--- src/irc_consts.svh ---
`ifndef IRC_CONSTS_SVH
`define IRC_CONSTS_SVH
// register offsets
`define IRC_OFS_ACT 8'h30
`define IRC_OFS_BOOT_BASE_HI 8'h40
`define IRC_OFS_BOOT_BASE_LO 8'h41
`define IRC_OFS_BOOT_WIDTH 8'h42
`define IRC_OFS_BOOT_SIZE_HI 8'h43
`define IRC_OFS_BOOT_SIZE_LO 8'h44
`define IRC_OFS_RAM_BASE_HI 8'h48
`define IRC_OFS_RAM_BASE_LO 8'h49
`define IRC_OFS_RAM_WIDTH 8'h4a
`define IRC_OFS_RAM_SIZE_HI 8'h4b
`define IRC_OFS_RAM_SIZE_LO 8'h4c
`define IRC_OFS_IO_BASE_HI 8'h60
`define IRC_OFS_IO_BASE_LO 8'h61
`define IRC_OFS_IRQ_SEL 8'h70
`define IRC_OFS_IRQ_SENSE 8'h71
`define IRC_OFS_DMA_SEL 8'h74
// fixed bits that read back in the split fields
`define IRC_IO_HI_FIXED 8'h02
`define IRC_BOOT_HI_FIXED 8'h0c
`define IRC_RAM_HI_FIXED 8'h0c
`define IRC_SIZE_HI_FIXED 8'hfe
// reset values
`define IRC_RST_IRQ_SEL 4'h3
`define IRC_RST_DMA_SEL 3'h4
`define IRC_RST_NIBBLE 4'h0
`define IRC_RST_RAM_BASE 5'h00
// interrupt line codes
`define IRC_IRQ_CODE3 4'h3
`define IRC_IRQ_CODE4 4'h4
`define IRC_IRQ_CODE5 4'h5
`define IRC_IRQ_CODE9 4'h9
`define IRC_IRQ_CODE10 4'ha
`define IRC_IRQ_CODE11 4'hb
`define IRC_IRQ_CODE12 4'hd
`define IRC_IRQ_CODE15 4'he
// dma channel codes
`define IRC_DMA_CODE3 3'h3
`define IRC_DMA_CODE5 3'h5
`define IRC_DMA_CODE6 3'h6
`define IRC_DMA_CODE7 3'h7
`define IRC_DMA_NONE 3'h4
// address decode
`define IRC_IO_TOP 1'h1
`define IRC_BOOT_TOP 3'h6
`endif

--- src/irc_pkg.sv ---
package irc_pkg;
   typedef struct packed {
      logic [3:0] io_base;
      logic [2:0] dma_sel;
      logic [3:0] boot_base;
   } irc_ee_t;
   typedef struct packed {
      logic bus_master;
      logic shared_mem;
   } irc_mode_t;
   typedef enum logic {
      IRC_SENSE_EDGE,
      IRC_SENSE_LEVEL
   } irc_sense_t;
endpackage

--- src/irc_window.sv ---
`timescale 1ns/100ps
module irc_window import irc_pkg::*; #(
   parameter int W = 4
) (
   input wire logic [W-1:0] i_base,
   input wire logic [3:0] i_size,
   input wire logic [W-1:0] i_addr,
   output logic o_hit
);
   logic [W-1:0] keep;
   logic legal;
   always_comb
   begin
      keep = '1;
      keep[2:0] = i_size[2:0];
      // base must be aligned to the chosen size
      legal = ((i_base[2:0] & ~i_size[2:0]) == 3'h0);
      o_hit = i_size[3] && legal && (((i_base ^ i_addr) & keep) == '0);
   end
endmodule

--- src/irc_config.sv ---
// Added by the designer: the plain strobed port.
`timescale 1ns/100ps
`include "irc_consts.svh"
// Function
// RULE1: io window at SA[8:5], 200h-3E0h
// RULE2: loader fills io, dma, boot base
// RULE3: irq code picks one line, default 3
// RULE4: no irq drive until activated
// RULE5: type bit: 1 level, 0 edge
// RULE6: polarity reads as inverted type
// RULE7: dma code picks channel 3,5,6,7 or none
// RULE8: bus master dma gated by activate
// RULE9: boot base compared with SA[16:13]
// RULE10: boot base must align to size
// RULE11: boot size codes, top bit zero none
// RULE12: boot wide unless bus master
// RULE13: shared ram decodes SA[15:13]
// RULE14: board decodes SA17, SA16 for ram
// RULE15: ram fields ignored outside shared mode
// RULE16: ram wide bit answers as 16-bit
// RULE17: ram size codes, top bit zero none
// RULE18: bit0 of 30h activates resources
module irc_config import irc_pkg::*; (
   input wire logic i_clock,
   input wire logic i_rst,
   input wire logic [7:0] i_addr,
   input wire logic [7:0] i_wdata,
   input wire logic i_wr,
   input wire logic i_rd,
   output logic [7:0] o_rdata,
   input wire logic i_ee_load,
   input wire irc_ee_t i_ee,
   input wire irc_mode_t i_mode,
   input wire logic i_irq_req,
   input wire logic i_dma_req,
   input wire logic [19:0] i_sa,
   input wire logic i_io_cyc,
   input wire logic i_mem_cyc,
   output logic o_io_hit,
   output logic o_boot_hit,
   output logic o_boot_wide,
   output logic o_ram_hit,
   output logic o_ram_wide,
   output logic [7:0] o_irq_line,
   output logic [7:0] o_irq_oe,
   output logic [3:0] o_drq,
   output logic [3:0] o_drq_oe
);
   logic act_ff;
   logic [3:0] io_base_ff;
   logic [3:0] irq_sel_ff;
   irc_sense_t sense_ff;
   logic [2:0] dma_sel_ff;
   logic [3:0] boot_base_ff;
   logic boot_rom_wide_ff;
   logic [3:0] boot_rom_size_ff;
   logic [4:0] ram_base_ff;
   logic shared_ram_wide_ff;
   logic [3:0] shared_ram_size_ff;
   logic [7:0] nxt_rdata;
   logic [19:0] sa_meta_ff;
   logic [19:0] sa_ff;
   logic [1:0] cyc_meta_ff;
   logic [1:0] cyc_ff;
   logic interrupt_polarity;
   logic io_base_match;
   logic boot_rom_base_match;
   logic ram_match;
   logic [7:0] irq_pick;
   logic [3:0] dma_pick;
   logic wr_hit;

   assign interrupt_polarity = ~sense_ff; // see RULE6

   // pins cross in through two flops
   always_ff @(posedge i_clock)
   begin
      if (i_rst)
      begin
         sa_meta_ff <= 20'h00000;
         sa_ff <= 20'h00000;
         cyc_meta_ff <= 2'h0;
         cyc_ff <= 2'h0;
      end
      else
      begin
         sa_meta_ff <= i_sa;
         sa_ff <= sa_meta_ff;
         cyc_meta_ff <= {i_mem_cyc, i_io_cyc};
         cyc_ff <= cyc_meta_ff;
      end
   end

   assign wr_hit = i_wr;

   // loader and software share the fields; the loader wins a tie
   always_ff @(posedge i_clock)
   begin
      if (i_rst)
      begin
         io_base_ff <= `IRC_RST_NIBBLE;
         dma_sel_ff <= `IRC_RST_DMA_SEL;
         boot_base_ff <= `IRC_RST_NIBBLE;
      end
      else if (i_ee_load)
      begin
         io_base_ff <= i_ee.io_base; // see RULE2
         dma_sel_ff <= i_ee.dma_sel; // see RULE2
         boot_base_ff <= i_ee.boot_base; // see RULE2
      end
      else if (wr_hit)
      begin
         case (i_addr)
            `IRC_OFS_IO_BASE_HI: io_base_ff[3] <= i_wdata[0];
            `IRC_OFS_IO_BASE_LO: io_base_ff[2:0] <= i_wdata[7:5];
            `IRC_OFS_DMA_SEL: dma_sel_ff <= i_wdata[2:0];
            `IRC_OFS_BOOT_BASE_HI: boot_base_ff[3] <= i_wdata[0];
            `IRC_OFS_BOOT_BASE_LO: boot_base_ff[2:0] <= i_wdata[7:5];
            default: io_base_ff <= io_base_ff;
         endcase
      end
   end

   always_ff @(posedge i_clock)
   begin
      if (i_rst)
      begin
         act_ff <= 1'h0;
         irq_sel_ff <= `IRC_RST_IRQ_SEL; // see RULE3
         sense_ff <= IRC_SENSE_EDGE; // see RULE5
      end
      else if (wr_hit)
      begin
         case (i_addr)
            `IRC_OFS_ACT: act_ff <= i_wdata[0]; // see RULE18
            `IRC_OFS_IRQ_SEL: irq_sel_ff <= i_wdata[3:0];
            `IRC_OFS_IRQ_SENSE: sense_ff <= irc_sense_t'(i_wdata[0]);
            default: act_ff <= act_ff;
         endcase
      end
   end

   always_ff @(posedge i_clock)
   begin
      if (i_rst)
      begin
         boot_rom_wide_ff <= 1'h0;
         boot_rom_size_ff <= `IRC_RST_NIBBLE;
         ram_base_ff <= `IRC_RST_RAM_BASE;
         shared_ram_wide_ff <= 1'h0;
         shared_ram_size_ff <= `IRC_RST_NIBBLE;
      end
      else if (wr_hit)
      begin
         case (i_addr)
            `IRC_OFS_BOOT_WIDTH: boot_rom_wide_ff <= i_wdata[1];
            `IRC_OFS_BOOT_SIZE_HI: boot_rom_size_ff[3] <= i_wdata[0];
            `IRC_OFS_BOOT_SIZE_LO: boot_rom_size_ff[2:0] <= i_wdata[7:5];
            `IRC_OFS_RAM_BASE_HI: ram_base_ff[4:3] <= i_wdata[1:0];
            `IRC_OFS_RAM_BASE_LO: ram_base_ff[2:0] <= i_wdata[7:5];
            `IRC_OFS_RAM_WIDTH: shared_ram_wide_ff <= i_wdata[1];
            `IRC_OFS_RAM_SIZE_HI: shared_ram_size_ff[3] <= i_wdata[0];
            `IRC_OFS_RAM_SIZE_LO: shared_ram_size_ff[2:0] <= i_wdata[7:5];
            default: boot_rom_wide_ff <= boot_rom_wide_ff;
         endcase
      end
   end

   // read mux; fixed bits read as printed, unmapped reads zero
   always_comb
   begin
      nxt_rdata = 8'h00;
      case (i_addr)
         `IRC_OFS_ACT: nxt_rdata = {7'h00, act_ff};
         `IRC_OFS_IO_BASE_HI: nxt_rdata = `IRC_IO_HI_FIXED | {7'h00, io_base_ff[3]};
         `IRC_OFS_IO_BASE_LO: nxt_rdata = {io_base_ff[2:0], 5'h00};
         `IRC_OFS_IRQ_SEL: nxt_rdata = {4'h0, irq_sel_ff};
         `IRC_OFS_IRQ_SENSE: nxt_rdata = {6'h00, interrupt_polarity, sense_ff}; // see RULE6
         `IRC_OFS_DMA_SEL: nxt_rdata = {5'h00, dma_sel_ff};
         `IRC_OFS_BOOT_BASE_HI: nxt_rdata = `IRC_BOOT_HI_FIXED | {7'h00, boot_base_ff[3]};
         `IRC_OFS_BOOT_BASE_LO: nxt_rdata = {boot_base_ff[2:0], 5'h00};
         `IRC_OFS_BOOT_WIDTH: nxt_rdata = {6'h00, boot_rom_wide_ff, 1'h0};
         `IRC_OFS_BOOT_SIZE_HI: nxt_rdata = `IRC_SIZE_HI_FIXED | {7'h00, boot_rom_size_ff[3]};
         `IRC_OFS_BOOT_SIZE_LO: nxt_rdata = {boot_rom_size_ff[2:0], 5'h00};
         `IRC_OFS_RAM_BASE_HI: nxt_rdata = `IRC_RAM_HI_FIXED | {6'h00, ram_base_ff[4:3]};
         `IRC_OFS_RAM_BASE_LO: nxt_rdata = {ram_base_ff[2:0], 5'h00};
         `IRC_OFS_RAM_WIDTH: nxt_rdata = {6'h00, shared_ram_wide_ff, 1'h0};
         `IRC_OFS_RAM_SIZE_HI: nxt_rdata = `IRC_SIZE_HI_FIXED | {7'h00, shared_ram_size_ff[3]};
         `IRC_OFS_RAM_SIZE_LO: nxt_rdata = {shared_ram_size_ff[2:0], 5'h00};
         default: nxt_rdata = 8'h00;
      endcase
   end

   // data stands only in the cycle after the read strobe
   always_ff @(posedge i_clock)
   begin
      if (i_rst)
         o_rdata <= 8'h00;
      else if (i_rd)
         o_rdata <= nxt_rdata;
      else
         o_rdata <= 8'h00;
   end

   assign io_base_match = (sa_ff[9] == `IRC_IO_TOP) && (sa_ff[8:5] == io_base_ff); // see RULE1

   irc_window #(.W(4)) u_boot_win (
      .i_base(boot_base_ff),
      .i_size(boot_rom_size_ff),
      .i_addr(sa_ff[16:13]),
      .o_hit(boot_rom_base_match)
   ); // see RULE9 see RULE10 see RULE11

   // upper ram bits are the board's job, not compared here
   irc_window #(.W(3)) u_ram_win (
      .i_base(ram_base_ff[2:0]),
      .i_size(shared_ram_size_ff),
      .i_addr(sa_ff[15:13]),
      .o_hit(ram_match)
   ); // see RULE13 see RULE14 see RULE17

   always_ff @(posedge i_clock)
   begin
      if (i_rst)
      begin
         o_io_hit <= 1'h0;
         o_boot_hit <= 1'h0;
         o_boot_wide <= 1'h0;
         o_ram_hit <= 1'h0;
         o_ram_wide <= 1'h0;
      end
      else
      begin
         o_io_hit <= act_ff && cyc_ff[0] && io_base_match; // see RULE1
         o_boot_hit <= act_ff && cyc_ff[1] && boot_rom_base_match
            && (sa_ff[19:17] == `IRC_BOOT_TOP); // see RULE9
         o_boot_wide <= boot_rom_wide_ff && !i_mode.bus_master; // see RULE12
         o_ram_hit <= act_ff && cyc_ff[1] && ram_match && i_mode.shared_mem; // see RULE15
         o_ram_wide <= shared_ram_wide_ff && i_mode.shared_mem; // see RULE16
      end
   end

   // unknown codes drive no line at all
   always_comb
   begin
      irq_pick = 8'h00;
      case (irq_sel_ff) // see RULE3
         `IRC_IRQ_CODE3: irq_pick = 8'h01;
         `IRC_IRQ_CODE4: irq_pick = 8'h02;
         `IRC_IRQ_CODE5: irq_pick = 8'h04;
         `IRC_IRQ_CODE9: irq_pick = 8'h08;
         `IRC_IRQ_CODE10: irq_pick = 8'h10;
         `IRC_IRQ_CODE11: irq_pick = 8'h20;
         `IRC_IRQ_CODE12: irq_pick = 8'h40;
         `IRC_IRQ_CODE15: irq_pick = 8'h80;
         default: irq_pick = 8'h00;
      endcase
      dma_pick = 4'h0;
      case (dma_sel_ff) // see RULE7
         `IRC_DMA_CODE3: dma_pick = 4'h1;
         `IRC_DMA_CODE5: dma_pick = 4'h2;
         `IRC_DMA_CODE6: dma_pick = 4'h4;
         `IRC_DMA_CODE7: dma_pick = 4'h8;
         default: dma_pick = 4'h0;
      endcase
   end

   always_ff @(posedge i_clock)
   begin
      if (i_rst)
      begin
         o_irq_line <= 8'h00;
         o_irq_oe <= 8'h00;
      end
      else
      begin
         // level mode signals active low, edge mode active high
         o_irq_line <= irq_pick & {8{i_irq_req == interrupt_polarity}}; // see RULE5
         o_irq_oe <= irq_pick & {8{act_ff}}; // see RULE4
      end
   end

   always_ff @(posedge i_clock)
   begin
      if (i_rst)
      begin
         o_drq <= 4'h0;
         o_drq_oe <= 4'h0;
      end
      else
      begin
         o_drq <= dma_pick & {4{i_dma_req}};
         o_drq_oe <= dma_pick & {4{act_ff && i_mode.bus_master}}; // see RULE8
      end
   end
endmodule

--- config.mk ---
export PLATFORM = sky130hd
export DESIGN_NAME = irc_config
export DESIGN_NICKNAME = d
export VERILOG_FILES = /design/src/irc_pkg.sv /design/src/irc_window.sv /design/src/irc_config.sv
export VERILOG_INCLUDE_DIRS = /design/src
export SDC_FILE = /design/constraint.sdc
export NUM_CORES = 1
export LEC_CHECK = 0
export BUFFER_PORTS_ARGS = -buffer_cell sky130_fd_sc_hd__buf_2
export CORE_ASPECT_RATIO = 1.4
export CORE_MARGIN = 2
export CORE_UTILIZATION = 35
export DETAILED_ROUTE_END_ITERATION = 16
export SKIP_LAST_GASP = 1
export SYNTH_ARGS = -nofsm -noshare
export SYNTH_HDL_FRONTEND = slang
export SYNTH_SLANG_ARGS = --single-unit
--- constraint.sdc ---
create_clock -name i_clock -period 2 [get_ports i_clock]
set_input_delay 0.4 -clock i_clock [delete_from_list [all_inputs] [get_ports i_clock]]
set_output_delay 0.4 -clock i_clock [all_outputs]
set_load 0.03 [all_outputs]
Word-level counts from Yosys, hierarchy flattened

Memories as Yosys holds them, arrays and structs flattened. A register that Yosys moved wholly into a read port is not among the register bits.
Cells that the tools add are included.

Flip-flop bits (word level): 113
ROM bits: 128
Input port bits: 58
Output and inout bits: 37
Logic and storage cells: 126
Memories: 1

Memories:

| name            | depth | width | rd ports | clocked after Yosys merged registers in | write ports | RTL line          | source |
|---|---|---|---|---|---|---|---|
| (no name shown) | 16    | 8     | 1        | 1                                       | 0           | irc_config.sv:247 | `case (irq_sel_ff)` |

Equal/unequal tests: 23
Muxes and demuxes: 15
Bitwise gates (word level): 14
Reduce and logical (&&, ||, !) cells: 43

Operators with widths:

| kind                 | count |
|---|---|
| $pmux W8 S16         | 1 |
| $eq A8 B7 Y1 const B | 15 |
| $reduce_and A2 Y1    | 16 |
| $mux W4              | 6 |
| $and A8 B8 Y8        | 2 |
| $pmux W4 S4          | 1 |
| $logic_and A1 B1 Y1  | 15 |
| $mux W3              | 5 |
| $and A4 B4 Y4        | 3 |
| $eq A3 B3 Y1 const B | 4 |
| $reduce_bool A2 Y1   | 6 |
| $and A3 B3 Y3        | 3 |
| $logic_not A3 Y1     | 3 |
| $eq A8 B6 Y1 const B | 1 |
| $not A3 Y3           | 2 |
| $eq A4 B4 Y1         | 1 |
| $logic_not A4 Y1     | 1 |
| $xor A4 B4 Y4        | 1 |
| $eq A3 B2 Y1 const B | 1 |
| $xor A3 B3 Y3        | 1 |
| $mux W1              | 2 |
| $not A1 Y1           | 2 |
| $reduce_or A2 Y1     | 1 |
| $eq A1 B1 Y1         | 1 |
| $logic_not A1 Y1     | 1 |

Logic depth before layout (Yosys ltp)

Word-level depth: 7
Gate-level depth with buffers: 6
Depth with buffers taken out: 5

By module

From an unflattened synthesis, not the netlist that was laid out.

Cell total of the unflattened synthesis: 426
Area total of the unflattened synthesis: 4095.2 sq um

By module, submodules not included:

| module                   | times used | cells an instance | area each (sq um) | seq. area each (sq um) |
|---|---|---|---|---|
| irc_config               | 1          | 410               | 3992.6            | 2102.0 |
| irc_window at u_boot_win | 1          | 9                 | 56.3              | 0.0 |
| irc_window at u_ram_win  | 1          | 7                 | 46.3              | 0.0 |

Worst setup path before layout

OpenSTA, ideal clock, no wires.

Kind: in2reg
From: in i_addr[2]
To: reg io_base_ff[0]
Library setup time: 128 ps
Arrival: 1752 ps
Required time: 1872 ps
Setup slack: 121 ps
Cell stages on the path: 6
Buffers on the path: 1
Path through: buf_2 -> nor4b_4 -> and4_1 -> mux2_2 -> mux2i_1 -> nor2_1

Word-level cells in the longest chain between the ends: 3

Ends and longest elaborated chain:

| element                      | RTL line          | source |
|---|---|---|
| from (decl)                  | irc_config.sv:26  | `input wire logic [7:0] i_addr,` |
| $eq A8 B7 Y1                 | irc_config.sv:113 | `case (i_addr)` |
| $reduce_bool A2 Y1 (no line) | --                |  |
| $reduce_and A2 Y1 (no line)  | --                |  |
| to (signal assigned)         | irc_config.sv:107 | `io_base_ff <= i_ee.io_base;` |
| to (signal assigned)         | irc_config.sv:115 | `` `IRC_OFS_IO_BASE_LO: io_base_ff[2:0] <= i_wdata[7:5]; `` |
| to (signal assigned)         | irc_config.sv:119 | `default: io_base_ff <= io_base_ff;` |
| to (decl)                    | irc_config.sv:50  | `logic [3:0] io_base_ff;` |

No other way between the ends.
A chain may end at the register's enable or synchronous reset.

Worst setup path in the final report

From: in i_addr[1]
To: reg, netlist name irq_pick[6]

Word-level cells in the longest chain between the ends: 4

Ends and longest elaborated chain:

| element                        | RTL line          | source |
|---|---|---|
| $eq A8 B7 Y1                   | irc_config.sv:134 | `case (i_addr)` |
| $reduce_and A2 Y1 (no line)    | --                |  |
| $mux W4 (no line) (2 in a row) | --                |  |

No other way between the ends.

==> out/metrics.csv <==
stage;metric;value;unit
outcome;status;finished clean;
pwr;p_per_area;833;mW/mm²
setup_path;crit_buf_inv;1;
route;vias;3141;
route;drt_iter0_drc;120;
cells_and_area;layout_commonest_cell;dfxtp_1;
timing;slew_violations;0;
cts;clk_latency;0.35;ns
logic_synthesis;seq_area_frac_synth;52.9;%
floorplan;die_h;130;µm
cells_and_area;areaGrowthSynthToFinish;23.8;%
timing;setup_slack;0.380;ns
cells_and_area;design_area;0.00492;mm²
route;wl;9290;µm
cells_and_area;final_cell_mix;105 x dfxtp_1, 85 x buf_2, 42 x nand2_1;
timing;setup_viol;0;
floorplan;start_util;35.4;%
setup_path;path_delay_family;simple AND/OR/NAND/NOR gates;
cells_and_area;nets;563;
global_routing;grt-ovfl-total;0;
place;port-buffer-count;85;
timing;tns;0;ns
timing;fin_crit_sh;81.0;%
floorplan;num_rows;46;
setup_path;critPathCaptureType;register;
pwr;clockPowerShare;40.8;%
global_routing;antenna_found_initial;0;
timing;whs;0.246;ns
cts;cts_setup_buffers;0;
cts;numCtsBuffers;9;
logic_synthesis;synth_nets;470;
timing;rsz0062_at_grt;no;
setup_path;crit_chain;buf_2 > nor4_4 > and3_1 > mux2i_2 > nor3b_1;
logic_synthesis;ys_ff_latch;105;
setup_path;r2r_slack;0.69;ns
setup_path;critPathLaunchType;primary input;
job;maxCapViolCount;0;
cts;hold_buffers;0;
cts;cts_sinks;105;
pwr;switching_power;979;µW
setup_path;critPathKind;primary input to register;
cts;cts_tree;done;
pwr;vdd_drop_max;384;µV
cells_and_area;drive_above_1_share;25.9;%
global_routing;grt_max_degree;40;
cts;post_cts_resized;0;
global_routing;grt_pass1_wl;14800;µm
pwr;intPower;3120;µW
route;wl_per_cell;14.2;µm
timing;worst_pin_slew;0.521;ns
setup_path;worstPathArrival;1.87;ns
cells_and_area;final_util;43.8;%
logic_synthesis;netlist.area_leader.share;52.9;%
pwr;leakage;0.00212;µW
cts;clock_path_buffers;2;
place;place_area;0.00463;mm²
logic_synthesis;synth_area_leaders;dfxtp_1 53%, mux2i_1 5.0%, nor2b_1 4.7%, nand2_1 4.0%, nor2_1 2.8%;
logic_synthesis;synth_top_flop_cell;dfxtp_1;
timing;layout_min_cycle_time;1.62;ns
global_routing;grtUsageTotal;15.8;%
timing;hold_violations;0;
pwr;seqPwrFrac;52.7;%
pwr;switching_share;23.9;%
floorplan;ios;95;
logic_synthesis;synth_top_area_cell;dfxtp_1;
setup_path;required;2.25;ns
place;place.gp.congestion;0.842;
cts;cts_root_buffer;clkbuf_16;
timing;clock.fmax;617;MHz
global_routing;grt_pass1_vias;3044;
logic_synthesis;avgSynthCellArea;9.64;µm²
place;dp_slack;0.00895;ns
setup_path;cpMaxStageDelayCell;mux2i_2;
logic_synthesis;yosys_warnings;0;
logic_synthesis;syn_inst;412;
floorplan;chipWidth;94.0;µm
floorplan;dieArea;0.0122;mm²
logic_synthesis;ys_types;45;
route;route.detailed.drc;0;
route;vias_per_cell;4.80;
cts;h-tree-depth;3;
logic_synthesis;async_flop_share;0;%
hold_path;hold_class;primary input to register;
setup_path;worst-path-max-fanout;7;
cells_and_area;nFillCells;1141;
floorplan;core;0.0112;mm²
pwr;p_comb_share;6.5;%
timing;maxSlewHeadroom;65.1;%
cells_and_area;antenna_cells;0;
setup_path;cpPeakStageDelay;0.39;ns
place;hpwl;7020;µm
route;dr.pass1.iters;6;
logic_synthesis;synth_edf_count;0;
cts;clkTransAtPathRegs;0.07;ns
logic_synthesis;synth_area;0.00397;mm²
timing;skew;0.00585;ns
route;ant_nets;0;
-- state kept, by name, indices dropped and copies added (netlist names), 2 cells and up --
name / count
boot_base_ff: 4
boot_rom_size_ff: 4
cyc_ff: 2
cyc_meta_ff: 2
dma_sel_ff: 3
io_base_ff: 4
irq_pick: 8
irq_sel_ff: 4
o_drq: 4
o_drq_oe: 4
o_irq_line: 8
o_irq_oe: 8
o_rdata: 8
ram_base_ff: 5
sa_ff: 12
sa_meta_ff: 12
shared_ram_size_ff: 4
-- layer usage --
layer | vias up | wire length [µm] | GRT usage [%]
li1 | 1599 | - | -
met1 | 1437 | 3880 | 17.8
met2 | 88 | 4670 | 27.8
met3 | 17 | 515 | 4.62
met4 | 0 | 228 | 6.39
met5 | - | 0 | 0
-- synth_stat cells, types with 2 or more instances --
| library cell | number |
|---|---|
| inv_1 | 12 |
| nand2_1 | 42 |
| xnor2_1 | 9 |
| mux2_2 | 5 |
| nand4b_1 | 2 |
| nand3b_1 | 4 |
| a22o_1 | 2 |
| a21oi_1 | 17 |
| nor3b_1 | 6 |
| and3_1 | 2 |
| nor2b_1 | 30 |
| o21ai_0 | 5 |
| and2_1 | 17 |
| nand3_1 | 13 |
| buf_4 | 2 |
| xor2_1 | 3 |
| o22ai_1 | 4 |
| dfxtp_1 | 105 |
| and4b_1 | 2 |
| buf_2 | 2 |
| a2111oi_0 | 2 |
| nor4b_1 | 3 |
| nor4_1 | 4 |
| nand2b_1 | 6 |
| clkbuf_1 | 19 |
| nor3_1 | 10 |
| a22oi_1 | 3 |
| a221oi_1 | 3 |
| nand4_1 | 6 |
| mux2i_2 | 2 |
| a41oi_1 | 2 |
| mux2i_1 | 20 |
| a31oi_1 | 4 |
| o211ai_1 | 3 |
| nor2_1 | 30 |
| o21ai_1 | 2 |
-- worst paths after layout --
path | start | endpoint | cells past startpoint
worst min-delay path | i_mode[1] | o_boot_wide | 2
worst max register to register | act_ff | o_boot_hit | 4
worst max-delay path | i_addr[1] | irq_pick[6] | 5
worst min register to register | sa_meta_ff[17] | sa_ff[17] | 1
-- per-stage QoR --
stage	total power (µW)	std cells
2_1_floorplan	2350	412
3_3_place_gp	2470	638
3_5_place_dp	2470	638
4_1_cts	4150	654
5_1_grt	4270	654
6_report	4100	654
-- cell families (layout without fill, tap and decap cells) --
| kind of cell | Yosys count | after routing | synth area share (%) |
|---|---|---|---|
| xor gates and xnor gates | 12 | 12 | 2.65 |
| DFF | 105 | 105 | 52.9 |
| AOI/OAI and AO/OA | 49 | 49 | 7.85 |
| buffers and inverters | 35 | 133 | 3.56 |
| and+or+nand+nor | 184 | 184 | 25.9 |
| muxes | 27 | 27 | 7.15 |
-- layout make-up --
type | count | area [µm²] | area share [%]
clock buffers | 9 | 225 | 4.58
clock inverters | 7 | 61.3 | 1.25
inverters | 12 | 45.0 | 0.916
multi-input cells | 272 | 1730 | 35.1
flip-flops and latches | 105 | 2100 | 42.7
well taps | 144 | 180 | 3.66
repair buffers | 105 | 576 | 11.7
-- power by group through the flow --
stage / Combinational [µW] / Sequential (µW) / Clock [µW]
final: 267 / 2160 / 1670
after global routing: 296 / 2160 / 1810
after floorplan: 146 / 2200 / 0
after global placement: 264 / 2210 / 0
after detailed placement: 267 / 2210 / 0
after CTS: 268 / 2160 / 1720
Power figures use the tool's default switching activity.
